===== src/rtl/reset_tracker_pkg.sv =====
// Purpose: Shared constants for the reset source tracker
// Assumes: 250 MHz system clock, 8-bit register port
// Notes:   Flag bit positions follow the cause register layout
package reset_tracker_pkg;
	localparam int unsigned CLK_MHZ         = 250;
	localparam int unsigned POWER_UP_MS     = 64;
	localparam int unsigned POWER_UP_CYCLES = POWER_UP_MS * 1000 * CLK_MHZ;
	localparam int unsigned GLITCH_NS       = 100;
	localparam int unsigned GLITCH_CYCLES   = (GLITCH_NS * CLK_MHZ + 999) / 1000;
	localparam int unsigned RESET_HOLD      = 4;

	localparam logic [1:0]  ADDR_FLAGS      = 2'h0;
	localparam logic [1:0]  ADDR_STATUS     = 2'h1;
	localparam logic [1:0]  ADDR_PULLUP     = 2'h2;

	localparam int unsigned BIT_STACK_OVER  = 7;
	localparam int unsigned BIT_STACK_UNDER = 6;
	localparam int unsigned BIT_WDT         = 4;
	localparam int unsigned BIT_PIN         = 3;
	localparam int unsigned BIT_INSTR       = 2;
	localparam int unsigned BIT_POWERON     = 1;
	localparam int unsigned BIT_BROWNOUT    = 0;
	localparam int unsigned BIT_TIMEOUT     = 1;
	localparam int unsigned BIT_PWRDOWN     = 0;

	localparam logic [7:0]  FLAGS_IMPL_MASK = 8'hDF;
	localparam logic [7:0]  FLAGS_POR_VAL   = 8'h1C;
	localparam logic [15:0] RESET_VECTOR    = 16'h0000;
	localparam logic [15:0] IRQ_VECTOR      = 16'h0004;

	typedef enum logic [1:0] {
		SEQ_HOLD  = 2'b00,
		SEQ_WAIT  = 2'b01,
		SEQ_RUN   = 2'b11
	} seq_state_e;
endpackage


===== src/rtl/reset_source_tracker.sv =====
// Purpose: Combine reset sources, sequence release and record the cause
// Assumes: srst models the power-on event; supplies' requests are levels
// Notes:   Register port: 2-bit address, 8-bit data, read data one cycle late
//
// Functional notes
// - Low-power and main brown-out requests are ORed into one brown-out.
// - Low-power detector runs only when its config bit is set; erased means off.
// - Reset pin works when low-voltage-program bit or pin-enable bit is one.
// - Enabled pin held low keeps device in reset; weak pull-up default on.
// - Short glitches on the reset pin are filtered out.
// - The device never drives the reset pin.
// - Disabled pin is a plain input with software-controlled pull-up.
// - Watchdog timeout resets only when awake and clears timeout; it clears power-down only in sleep.
// - Reset instruction resets and clears only its own flag.
// - Stack faults reset only when enabled; each sets its own flag.
// - Programming mode exit acts like power-on reset for flags, status, timer and release.
// - After power or brown-out, wait for timer, oscillator and pin release.
// - Timers run regardless of pin; release starts execution at once.
// - Power-up timer, when enabled, delays only power-on and brown-out.
// - Power-on sets timeout and power-down and loads flags 00-1 110x.
// - Brown-out clears brown-out flag, stacks, sets pin and instruction flags.
// - Power-on clears power-on flag; firmware sets it afterwards.
// - Watchdog clears its flag and timeout; pin reset clears pin flag.
// - Resets load vector 0000h; wake-ups resume at next instruction.
// - Interrupt wake-up with global enable jumps to vector 0004h.
// - Stack flags set by hardware; firmware may write zero.
// - Watchdog, pin, instruction flags cleared by hardware; firmware writes one.
// - Power-up timer gives 64 ms, enabled when its active-low bit is clear.
//
// The register offsets and the strobed register port were left to the implementer.
`timescale 1ns/1ps
module reset_source_tracker
	import reset_tracker_pkg::*;
#(
	parameter int unsigned POWER_UP_COUNT = POWER_UP_CYCLES,
	parameter int unsigned FILTER_COUNT = GLITCH_CYCLES
) (
	input  wire logic        ref_clk,
	input  wire logic        srst,
	input  wire logic        mainBrownoutReq,
	input  wire logic        lowPowerBrownoutReq,
	input  wire logic        lowPowerBrownoutCfg,
	input  wire logic        resetPinEnableCfg,
	input  wire logic        lowVoltageProgramCfg,
	input  wire logic        stackFaultResetEnableCfg,
	input  wire logic        powerUpTimerEnableN,
	input  wire logic        programModeExit,
	input  wire logic        externalResetPinIn,
	output logic             externalResetPinOut,
	output logic             externalResetPinOeN,
	output logic             pinPullupEn,
	output logic             pinGpioValue,
	input  wire logic        watchdogTimeout,
	input  wire logic        resetInstruction,
	input  wire logic        stackOverflow,
	input  wire logic        stackUnderflow,
	input  wire logic        sleeping,
	input  wire logic        interruptWake,
	input  wire logic        globalInterruptEnable,
	input  wire logic        oscStartupDone,
	input  wire logic [15:0] nextPc,
	output logic             coreReset,
	output logic             pcLoad,
	output logic [15:0]      pcValue,
	output logic             pushReturn,
	input  wire logic [1:0]  regAddr,
	input  wire logic [7:0]  regWdata,
	input  wire logic        regWr,
	input  wire logic        regRd,
	output logic [7:0]       regRdata
);
	import reset_tracker_pkg::*;

	typedef struct packed {
		seq_state_e  seq;
		logic [31:0] powerUpCnt;
		logic        powerUpDone;
		logic        coldStart;
		logic [2:0]  holdCnt;
		logic [7:0]  flags;
		logic        timeoutSt;
		logic        pwrdownSt;
		logic        pullupSw;
		logic        pcLoad;
		logic [15:0] pcValue;
		logic        push;
		logic [7:0]  rdata;
	} state_s;

	state_s cur_q, nxt_d;
	logic   pinFiltered;
	logic   pinEnabled;
	logic   brownout;
	logic   pinReset;
	logic   stackFault;
	logic   powerOn;
	logic   anyWarm;

	// Reset pin synchroniser and deglitcher
	pin_glitch_filter #(
		.STABLE (FILTER_COUNT)
	) pin_glitch_filter_inst (
		.ref_clk (ref_clk),
		.srst    (srst),
		.pinIn   (externalResetPinIn),
		.pinOut  (pinFiltered)
	);

	// Source combination
	assign pinEnabled = lowVoltageProgramCfg | resetPinEnableCfg;
	assign brownout   = mainBrownoutReq | (lowPowerBrownoutReq & lowPowerBrownoutCfg);
	assign pinReset   = pinEnabled & ~pinFiltered;
	assign stackFault = stackFaultResetEnableCfg & (stackOverflow | stackUnderflow);
	assign powerOn    = programModeExit;
	assign anyWarm    = resetInstruction | stackFault; // Watchdog in sleep is a wake, not a reset

	// Pin is input only; pull-up follows enable or software
	assign externalResetPinOut = 1'b1;
	assign externalResetPinOeN = 1'b1;
	assign pinPullupEn         = pinEnabled | cur_q.pullupSw;
	assign pinGpioValue        = pinEnabled ? 1'b1 : pinFiltered;

	// Sequencer, flag updates and register port
	always_comb begin
		nxt_d        = cur_q;
		nxt_d.pcLoad = 1'b0;
		nxt_d.push   = 1'b0;
		nxt_d.rdata  = 8'h00;

		// Firmware writes: stack flags clear on zero, cause flags rearm on one
		if (regWr && regAddr == ADDR_FLAGS) begin
			nxt_d.flags = regWdata & FLAGS_IMPL_MASK;
		end
		if (regWr && regAddr == ADDR_PULLUP) begin
			nxt_d.pullupSw = regWdata[0];
		end

		// Power-up timer counts whenever armed, independent of the pin
		if (!cur_q.powerUpDone) begin
			if (powerUpTimerEnableN || cur_q.powerUpCnt >= POWER_UP_COUNT - 1) begin
				nxt_d.powerUpDone = 1'b1;
			end else begin
				nxt_d.powerUpCnt = cur_q.powerUpCnt + 32'h1;
			end
		end

		// Hardware events win over firmware writes
		if (powerOn) begin
			nxt_d.flags     = FLAGS_POR_VAL;
			nxt_d.timeoutSt = 1'b1;
			nxt_d.pwrdownSt = 1'b1;
		end else if (brownout) begin
			nxt_d.flags[BIT_BROWNOUT] = 1'b0;
			nxt_d.flags[BIT_STACK_OVER]  = 1'b0;
			nxt_d.flags[BIT_STACK_UNDER] = 1'b0;
			nxt_d.flags[BIT_PIN]      = 1'b1;
			nxt_d.flags[BIT_INSTR]    = 1'b1;
			nxt_d.flags[BIT_WDT]      = 1'b1;
			nxt_d.timeoutSt = 1'b1;
			nxt_d.pwrdownSt = 1'b1;
		end else begin
			if (watchdogTimeout) begin
				nxt_d.timeoutSt = 1'b0;
				if (sleeping) begin
					nxt_d.pwrdownSt = 1'b0;
				end else begin
					nxt_d.flags[BIT_WDT] = 1'b0;
				end
			end
			if (pinReset && cur_q.seq == SEQ_RUN) begin
				nxt_d.flags[BIT_PIN] = 1'b0;
				if (sleeping) begin
					nxt_d.timeoutSt = 1'b1;
					nxt_d.pwrdownSt = 1'b0;
				end
			end
			if (resetInstruction) begin
				nxt_d.flags[BIT_INSTR] = 1'b0;
			end
			if (stackFaultResetEnableCfg && stackOverflow) begin
				nxt_d.flags[BIT_STACK_OVER] = 1'b1;
			end
			if (stackFaultResetEnableCfg && stackUnderflow) begin
				nxt_d.flags[BIT_STACK_UNDER] = 1'b1;
			end
			if (sleeping && interruptWake) begin
				nxt_d.timeoutSt = 1'b1;
				nxt_d.pwrdownSt = 1'b0;
			end
		end

		// Release sequence
		case (cur_q.seq)
			SEQ_HOLD: begin
				if (cur_q.holdCnt >= 3'(RESET_HOLD - 1)) begin
					nxt_d.seq = SEQ_WAIT;
				end else begin
					nxt_d.holdCnt = cur_q.holdCnt + 3'h1;
				end
			end
			SEQ_WAIT: begin
				if ((cur_q.powerUpDone || !cur_q.coldStart) && oscStartupDone && !pinReset) begin
					nxt_d.seq     = SEQ_RUN;
					nxt_d.pcLoad  = 1'b1;
					nxt_d.pcValue = RESET_VECTOR;
				end
			end
			SEQ_RUN: begin
				if (sleeping && !anyWarm && !pinReset) begin
					if (interruptWake && globalInterruptEnable) begin
						nxt_d.pcLoad  = 1'b1;
						nxt_d.pcValue = IRQ_VECTOR;
						nxt_d.push    = 1'b1;
					end else if (interruptWake || watchdogTimeout) begin
						nxt_d.pcLoad  = 1'b1;
						nxt_d.pcValue = nextPc;
					end
				end
			end
			default: nxt_d.seq = SEQ_HOLD;
		endcase

		// Any reset source sends the sequencer back to hold
		if (powerOn || brownout || pinReset || stackFault || resetInstruction
			|| (watchdogTimeout && !sleeping)) begin
			nxt_d.seq     = SEQ_HOLD;
			nxt_d.holdCnt = 3'h0;
			nxt_d.pcLoad  = 1'b0;
			nxt_d.push    = 1'b0;
		end
		if (powerOn || brownout) begin
			nxt_d.coldStart = 1'b1;
			nxt_d.powerUpDone = 1'b0;
			nxt_d.powerUpCnt  = 32'h0;
		end else if (cur_q.seq == SEQ_RUN) begin
			nxt_d.coldStart = 1'b0;
		end

		// Read port; unused bits read as zero
		if (regRd) begin
			case (regAddr)
				ADDR_FLAGS:  nxt_d.rdata = cur_q.flags & FLAGS_IMPL_MASK;
				ADDR_STATUS: begin
					nxt_d.rdata[BIT_TIMEOUT] = cur_q.timeoutSt;
					nxt_d.rdata[BIT_PWRDOWN] = cur_q.pwrdownSt;
				end
				ADDR_PULLUP: nxt_d.rdata = {7'h00, cur_q.pullupSw};
				default:     nxt_d.rdata = 8'h00;
			endcase
		end
	end

	// State register; srst is the power-on event
	always_ff @(posedge ref_clk) begin
		if (srst) begin
			cur_q           <= '0;
			cur_q.seq       <= SEQ_HOLD;
			cur_q.coldStart <= 1'b1;
			cur_q.flags     <= FLAGS_POR_VAL;
			cur_q.timeoutSt <= 1'b1;
			cur_q.pwrdownSt <= 1'b1;
		end else begin
			cur_q <= nxt_d;
		end
	end

	assign coreReset  = (cur_q.seq != SEQ_RUN);
	assign pcLoad     = cur_q.pcLoad;
	assign pcValue    = cur_q.pcValue;
	assign pushReturn = cur_q.push;
	assign regRdata   = cur_q.rdata;
endmodule


===== src/rtl/pin_glitch_filter.sv =====
// Purpose: Synchronise and deglitch a slow input pin
// Assumes: Pin is asynchronous to the clock
// Notes:   Output changes only after the new level is stable for STABLE cycles
`timescale 1ns/1ps
module pin_glitch_filter #(
	parameter int unsigned STABLE = 25
) (
	input  wire logic ref_clk,
	input  wire logic srst,
	input  wire logic pinIn,
	output logic      pinOut
);
	typedef struct packed {
		logic        s1;
		logic        s2;
		logic [15:0] cnt;
		logic        out;
	} filt_s;
	filt_s cur_q, nxt_d;

	// Two-stage synchroniser, then stability counter
	always_comb begin
		nxt_d    = cur_q;
		nxt_d.s1 = pinIn;
		nxt_d.s2 = cur_q.s1;
		if (cur_q.s2 == cur_q.out) begin
			nxt_d.cnt = '0;
		end else if (cur_q.cnt >= 16'(STABLE - 1)) begin
			nxt_d.out = cur_q.s2;
			nxt_d.cnt = '0;
		end else begin
			nxt_d.cnt = cur_q.cnt + 16'h0001;
		end
	end

	// State register; pin idles high
	always_ff @(posedge ref_clk) begin
		if (srst) begin
			cur_q <= '{s1: 1'b1, s2: 1'b1, cnt: 16'h0000, out: 1'b1};
		end else begin
			cur_q <= nxt_d;
		end
	end

	assign pinOut = cur_q.out;
endmodule


===== config.mk =====
export PLATFORM = sky130hd
export DESIGN_NAME = reset_source_tracker
export DESIGN_NICKNAME = d
export VERILOG_FILES = /design/src/rtl/reset_tracker_pkg.sv /design/src/rtl/reset_source_tracker.sv /design/src/rtl/pin_glitch_filter.sv
export SDC_FILE = /design/constraint.sdc
export NUM_CORES = 1
export LEC_CHECK = 0
export ABC_AREA = 0
export BUFFER_PORTS_ARGS = -buffer_cell sky130_fd_sc_hd__clkbuf_2
export CAP_MARGIN = 15
export CORE_UTILIZATION = 50
export CTS_CLUSTER_DIAMETER = 50
export DETAILED_ROUTE_END_ITERATION = 10
export PLACE_DENSITY = 0.79
export RECOVER_POWER = 50
export SYNTH_ARGS = -nofsm -noshare
export SYNTH_HDL_FRONTEND = slang
export SYNTH_HIERARCHICAL = 1
export SYNTH_SLANG_ARGS = --single-unit
export TNS_END_PERCENT = 50

===== constraint.sdc =====
create_clock -name ref_clk -period 2.9 [get_ports ref_clk]
set_input_delay 0.58 -clock ref_clk [delete_from_list [all_inputs] [get_ports ref_clk]]
set_output_delay 0.58 -clock ref_clk [all_outputs]
set_load 0.005 [all_outputs]

Word level (Yosys, flattened, before mapping)
Cells that the tools add are included.
{"block": "totals", "register_bits": 94, "out_inout_bits": 31, "word_cells": 127, "inputBits": 47}
{"block": "classes", "eq_ne": 10, "magnitude_cmp": 3, "muxes": 25, "n_bitwise": 17, "add_sub_neg": 3, "n_reduce_logical": 45}
{"op": "$mux W17", "count": 3}
{"op": "$pmux W17 S2", "count": 1}
{"op": "$add A32 B1 Y32 const B", "count": 1}
{"op": "$ge A32 B24 Y1 const B", "count": 1}
{"op": "$mux W18", "count": 1}
{"op": "$add A16 B1 Y16 const B", "count": 1}
{"op": "$ge A16 B5 Y1 const B", "count": 1}
{"op": "$logic_and A1 B1 Y1", "count": 12}
{"op": "$mux W1", "count": 12}
{"op": "$pmux W2 S3", "count": 2}
{"op": "$mux W2", "count": 5}
{"op": "$reduce_bool A2 Y1", "count": 5}
{"op": "$not A1 Y1", "count": 9}
{"op": "$reduce_or A3 Y1", "count": 3}
{"op": "$logic_or A1 B1 Y1", "count": 8}
{"op": "$mux W8", "count": 1}
{"op": "$reduce_or A2 Y1", "count": 4}
{"op": "$reduce_or A4 Y1", "count": 2}
{"op": "$ne A2 B2 Y1 const B", "count": 3}
{"op": "$reduce_and A2 Y1", "count": 3}
{"op": "$or A1 B1 Y1", "count": 5}
{"op": "$eq A2 B1 Y1 const B", "count": 2}
{"op": "$eq A2 B2 Y1 const B", "count": 2}
{"op": "$logic_not A1 Y1", "count": 4}
{"op": "other kinds (9)", "count": 12}

Logic depth before layout (Yosys ltp)
Gate-level depths: netlist of run 1.
{"block": "logic_depth", "word_depth": 8, "depth_mapped": 8, "ltp_nobuf": 7}

Modules after synthesis
Netlist of run 1, hierarchy kept.
{"mod": "reset_source_tracker", "seq_area_each_um2": 1481.4, "area_per_inst_um2": 3265.6, "cells_per_inst": 369, "n_inst": 1}
{"mod": "pin_glitch_filter", "seq_area_each_um2": 380.4, "area_per_inst_um2": 573.0, "cells_per_inst": 47, "n_inst": 1}

Worst setup path before layout of run 1
OpenSTA, ideal clock, no wires.
{"block": "synth_timing", "path_kind": "input-to-reg", "startpoint": "in resetPinEnableCfg", "endpoint": "reg cur_q, in the netlist pcValue[10]", "required_ns": 2.835, "n_path_buf": 1, "path_stages": 6, "path_slack_ns": 0.754, "setup_ns": 0.065, "arrival_time_ns": 2.081, "cell_sequence": "o21bai_1 > nand4_1 > nor4b_1 > clkbuf_1 > a22oi_1 > nor2_1"}
{"block": "synth_via", "elab_chain_len": 6, "word_cells_on_any_way": 8, "cone_classes": "2 x eq/ne; 2 x bitwise; 4 x reduce/logical"}
{"element": "start: declaration", "line_no": "reset_source_tracker.sv:43", "text": "input wire logic resetPinEnableCfg,"}
{"element": "$or A1 B1 Y1 *", "line_no": "reset_source_tracker.sv:110", "text": "assign pinEnabled = lowVoltageProgramCfg | resetPinEnableCfg;"}
{"element": "$and A1 B1 Y1 *", "line_no": "reset_source_tracker.sv:112", "text": "assign pinReset = pinEnabled & ~pinFiltered;"}
{"element": "$logic_not A1 Y1 *", "line_no": "reset_source_tracker.sv:202, reset_source_tracker.sv:209"}
{"element": "$logic_and A1 B1 Y1 (on tied branches)", "line_no": "reset_source_tracker.sv:209, reset_source_tracker.sv:202"}
{"element": "$ne A2 B1 Y1 (no source line) or $ne A2 B2 Y1 (tied branches)"}
{"element": "$reduce_and A4 Y1 (no source line) *"}
{"element": "end signal: assignment", "line_no": "reset_source_tracker.sv:263", "text": "cur_q <= nxt_d;"}
{"element": "end: declaration", "line_no": "reset_source_tracker.sv:90", "text": "state_s cur_q, nxt_d;"}
Every way passes the cells marked *; elsewhere a longest branch is shown, timed or not.
A chain may end at the register's enable or synchronous reset.

Worst setup path in the final report of run 1
{"block": "layout_timing", "startpoint": "reg cur_q[73] (netlist name)", "endpoint": "reg cur_q[48] (netlist name)"}
{"block": "layout_via", "elab_chain_len": 4}
{"element": "$ge A32 B24 Y1", "line_no": "reset_source_tracker.sv:140", "text": "if (powerUpTimerEnableN || cur_q.powerUpCnt >= POWER_UP_COUNT - 1) begin"}
{"element": "$logic_or A1 B1 Y1", "line_no": "reset_source_tracker.sv:140"}
{"element": "$not A1 Y1 (no source line)"}
{"element": "$reduce_and A2 Y1 (no source line)"}
Every way passes these cells.

==> flow_summary.ini, run 1 <==
[status]
outcome = completed

[floorplan]
io-pin-count = 78
row_count = 31
start_util_pct = 52.36
die_w_um = 89.62
die-area_um2 = 8032
die_y_um = 89.62
coreArea_um2 = 7331

[synthesis]
yosys_warnings = 6
yosysSeqAreaShare_pct = 48.50
syn_area_um2 = 3839
ys_async_sr_fraction_pct = 0
syn_avg_cell_area_um2 = 9.228
synth-edff-count = 0
synth_cells = 416
synth_top_flop_cell = dfxtp_1
synth.distinct_cells = 51
synth-seq-cells = 93

[power_and_ir_drop]
ir_drop_v = 0.0002470
intPower_mw = 1.744
powerDensity_nw_per_um2 = 526.7
p_switching_uw = 533.7
netSwitchingFraction_pct = 23.43
power_frac_seq_pct = 57.0
power.share.combinational_pct = 4.3
p_clk_share_pct = 38.7
power_leakage_nw = 1.574
power.total_mw = 2.278

[layout]
seq_area_um2 = 1862
nNetsFinal = 527
final_util_pct = 59.00
final_common_cell = dfxtp_1
antenna_cells = 0
stdcell_count = 579
area_growth_pct = 12.68
multi_input_area_um2 = 1733
nFillCells = 659
layout_common_cells = dfxtp_1, clkbuf_2, nor2_1
fin_area_um2 = 4325
drive_gt1_share_pct = 16.46

[sta]
period_share_pct = 84.18
fin_ws_ns = 0.4588
hold_viol = 0
maxSlewViolCount = 0
fmax_mhz = 409.6
period_needed_ns = 2.441
clock_skew_ns = 0.007796
slew_headroom_pct = 28.12
tns_ns = 0
rsz0062_at_grt = false
finalSetupViolations = 0
worst_pin_slew_ns = 1.078
hold_ws_ns = 0.4305

[setup_path]
rrSetupSlack_ns = 0.46
crit_path_start_kind = register
worstPathCellList = or4_4 > nor4_4 > nand2_2 > or4_1 > a21oi_1
crit_path_end_kind = register
cp.required_ns = 3.19
crit_family = simple AND/OR/NAND/NOR gates
critical_path_arrival_ns = 2.73
startpoint = cur_q[73]
crit_fanout = 34
r2r_start = cur_q[73]
cp_slowest_cell = or4_1
path_class = register to register
max_stage_delay_ns = 0.61
critical_path_buf_inv_count = 0

[clocking]
cts_buffers = 9
clock_sinks = 93
clk_transition_reported_paths_ns = 0.09
htreeDepth = 3
clockRootBuffer = clkbuf_8
clockBufferDepth = 2
clock_latency_ns = 0.36
post_cts.repair.setup_buffers = 0
post_cts_resized = 0
tritoncts = built
hold_buffers = 0

[grt]
grt_antenna_before_repair = 0
grt_pass1_vias = 2843
grt_max_degree = 35
groute.usage.overall_pct = 19.67
grt_pass1_wl_mm = 12.16
grt_overflow = 0

[drt]
via_per_inst = 5.314
postRouteWirelength_mm = 7.562
wl_per_cell_um = 13.06
first_pass_iters = 4
drc_errors = 0
drtAntennaViolNets = 0
vias = 3077
drt_iter0_drc = 109

[worst_hold_path]
min-delay-start = pin_glitch_filter_inst/cur_q[18]
min_path_type = register to register

[place]
gp_congestion = 0.7918
dpl_cell_area_um2 = 4173
numPortBuffers = 73
dp_worst_setup_slack_ns = 0.4848
dpl.cell_count = 563
dp_hpwl_mm = 5.530

[flow_run]
timing.max_cap.violations = 0
==> final cells by class <==
type	count	area share [%]
flip-flops and latches	93	43.04
multi-input cells	283	40.06
repair buffers	80	8.620
clock buffers	9	2.864
well taps	99	2.864
clock inverters	7	1.851
inverters	8	0.6942
==> cells by family (layout without fill, tap and decap cells) <==
logic type      count (synthesis)  in the layout  synth area share (%)
compound gates                 82             82                 13.59
fa+ha+maj                       5              5                 1.630
xor+xnor                        6              6                 1.369
mux                            12             12                 3.129
buf+inv                        51            104                 7.757
flops                          93             93                 48.50
simple gates                  164            164                 23.73
other cells                     3             14                0.2933
==> synth_stat cells (3+ instances only) <==
cell,n,area share [%]
a21oi_1,28,3.7
inv_1,8,0.78
mux2i_1,12,3.1
conb_1,3,0.29
ha_1,5,1.6
nor2_1,42,4.1
nor3_1,11,1.4
o31ai_1,13,2.5
clkbuf_1,14,1.4
nand4_1,9,1.5
a22oi_1,15,2.9
o21ai_1,5,0.65
nand2_1,20,2.0
buf_4,26,5.1
or4_1,13,2.5
dfxtp_1,93,49
xor2_1,5,1.1
nand3_1,16,2.1
and3_1,3,0.49
or3_1,11,1.8
o21ai_0,9,1.2
nand2b_1,5,0.81
and2_1,14,2.3
==> per-layer routing <==
metal | track usage, % | part of all wire (%) | vias to the layer above
li1 | - | - | 1571
met1 | 23.55 | 45 | 1430
met2 | 33.88 | 50 | 68
met3 | 4.662 | 4.0 | 8
met4 | 8.225 | 1.4 | 0
met5 | 0 | 0 | -
==> worst paths after layout <==
check	end	cells past startpoint
max	cur_q[48]	5
min	pin_glitch_filter_inst/cur_q[17]	1
max reg2reg	cur_q[48]	5
min reg2reg	pin_glitch_filter_inst/cur_q[17]	1
==> power groups by stage <==
| stage | Sequential, mW | Combinational (mW) | Clock [mW] |
|---|---|---|---|
| 2_1_floorplan | 1.33 | 0.0555 | 0 |
| 3_3_place_gp | 1.33 | 0.0999 | 0 |
| 3_5_place_dp | 1.33 | 0.101 | 0 |
| 4_1_cts | 1.30 | 0.102 | 0.904 |
| 5_1_grt | 1.30 | 0.110 | 0.967 |
| 6_report | 1.30 | 0.0979 | 0.882 |
==> flip-flops by register name, indices dropped and copies added, names as in the netlist <==
name	flops
pcValue	16
pcLoad	1
pin_glitch_filter_inst/pinOut	1
pin_glitch_filter_inst/cur_q	18
cur_q	49
regRdata	7
pushReturn	1
No activity file was read; power rests on OpenSTA's default activity.
==> run 2: changes to the inputs <==
Clock period 2.9 ns to 2.35 ns, I/O delays scaled along.
==> run 2 against run 1 <==
Clock power up 26%. Global-route usage down 1.1 points. First-iteration DRC count up 31%. Critical path depth up 1. Sequential power up 23%. Count of clock-buffer cells in the layout up 4. Critical endpoint is now cur_q[53].
==> flow_summary.ini, run 2 (synthesis gave the netlist of run 1 again) <==
[flow_run]
timing.max_cap.violations = 0

[layout]
final_util_pct = 59.67
antenna_cells = 0
drive_gt1_share_pct = 17.32
area_growth_pct = 13.95
largest_reg_flops = 49
final_common_cell = dfxtp_1
layout_common_cells = dfxtp_1, clkbuf_2, nor2_1
nFillCells = 660
largest_register = cur_q
nNetsFinal = 532

[sta]
period_needed_ns = 2.143
worst_pin_slew_ns = 1.039
slew_headroom_pct = 30.72
period_share_pct = 91.19
clock_skew_ns = 0.008051
fmax_mhz = 466.7
maxSlewViolCount = 0
hold_viol = 0
tns_ns = 0
rsz0062_at_grt = false
finalSetupViolations = 0

[place]
dp_hpwl_mm = 5.258
gp_congestion = 0.7764
numPortBuffers = 73

[floorplan]
io-pin-count = 78
die-area_um2 = 8032
start_util_pct = 52.36
coreArea_um2 = 7331
die_y_um = 89.62
row_count = 31
die_w_um = 89.62

[setup_path]
crit_path_start_kind = register
r2r-end = cur_q[53]
rrSetupSlack_ns = 0.21
critical_path_arrival_ns = 2.44
crit_fanout = 22
startpoint = cur_q[73]
cp.required_ns = 2.64
path_class = register to register
crit_path_end_kind = register
crit_end = cur_q[53]
rr_worst_depth = 6
r2r_start = cur_q[73]

[drt]
postRouteWirelength_mm = 7.262
drc_errors = 0
first_pass_iters = 4
vias = 3116
drtAntennaViolNets = 0
drt_iter0_drc = 143
via_per_inst = 5.336
wl_per_cell_um = 12.43

[clocking]
post_cts.repair.setup_buffers = 0
tritoncts = built
clk_transition_reported_paths_ns = 0.09
clock_latency_ns = 0.36
clock_sinks = 93
clockBufferDepth = 2
cts_buffers = 9
clockRootBuffer = clkbuf_8
post_cts_resized = 0
hold_buffers = 0
htreeDepth = 3

[grt]
grt_antenna_before_repair = 0
grt_pass1_wl_mm = 11.37
grt_overflow = 0
groute.usage.overall_pct = 18.53
grt_max_degree = 28
grt_pass1_vias = 2609

[power_and_ir_drop]
netSwitchingFraction_pct = 21.58
power_leakage_nw = 1.612
power_frac_seq_pct = 56.4
intPower_mw = 2.228
ir_drop_v = 0.0002940
p_switching_uw = 613.3
p_clk_share_pct = 39.2
power.share.combinational_pct = 4.5
powerDensity_nw_per_um2 = 649.6
power.total_mw = 2.842

[status]
outcome = completed

[worst_hold_path]
min_path_type = primary input to register
run 2: cell types whose count changed in the layout (fill, tap and decap cells not counted):
cell      before  now
buf_4          4   10
and2_0         6    0
and2_1         8   14
inv_6          2    0
clkinv_4       1    0
inv_8          1    0
clkbuf_8       9   12
run 2: layer usage:
layer / vias up / GRT usage (%) / share of wire, %
met2: 67 / 28.93 / 48
met1: 1461 / 23.58 / 46
met5: - / 0 / 0
met3: 12 / 6.216 / 4.2
met4: 0 / 7.648 / 1.4
li1: 1576 / - / -
run 2: how the worst min path moves through the flow:
stage	startpoint	endpoint	slack [ns]	cells after the start
finish	externalResetPinIn	pin_glitch_filter_inst/cur_q[18]	0.30	2
global route	externalResetPinIn	pin_glitch_filter_inst/cur_q[18]	0.29	2
CTS	externalResetPinIn	pin_glitch_filter_inst/cur_q[18]	0.29	2
detailed placement	pin_glitch_filter_inst/cur_q[18]	pin_glitch_filter_inst/cur_q[17]	0.39	1
global placement	pin_glitch_filter_inst/cur_q[18]	pin_glitch_filter_inst/cur_q[17]	0.41	1
floorplan	pin_glitch_filter_inst/cur_q[18]	pin_glitch_filter_inst/cur_q[17]	0.39	1
run 2: final cells by class:
class | instances | area (um2) | share of cell area [%]
multi-input cells | 283 | 1733 | 39.62
clock inverters | 3 | 42.54 | 0.9725
well taps | 99 | 123.9 | 2.832
flip-flops and latches | 93 | 1862 | 42.56
inverters | 8 | 30.03 | 0.6865
clock buffers | 13 | 168.9 | 3.862
repair buffers | 85 | 414.1 | 9.468
run 2: power groups by stage:
stage	clock (mW)	combinational, mW	sequential, mW
after detailed placement	0	0.130	1.64
after global placement	0	0.128	1.64
after CTS	1.14	0.131	1.60
final	1.11	0.127	1.60
after floorplan	0	0.0685	1.64
after global routing	1.21	0.143	1.60
run 2: critical path, stage by stage (launching register included):
cell and delay, ns:
dfxtp_1 0.32, or4_4 0.54, nor4_4 0.26, nand2_2 0.08, buf_4 0.21, or4_1 0.51
a21oi_1 0.15
run 2: through the flow:
step	setup slack, ns	hold slack, ns	cell area (um2)	cells
global placement	0.2744	0.4064	4210	568
detailed placement	0.2302	0.3940	4210	568
finish	0.2071	0.2961	4374	584
floorplan	0.2660	0.3895	3880	427
global route	0.08103	0.2884	4374	584
CTS	0.2068	0.2879	4422	584
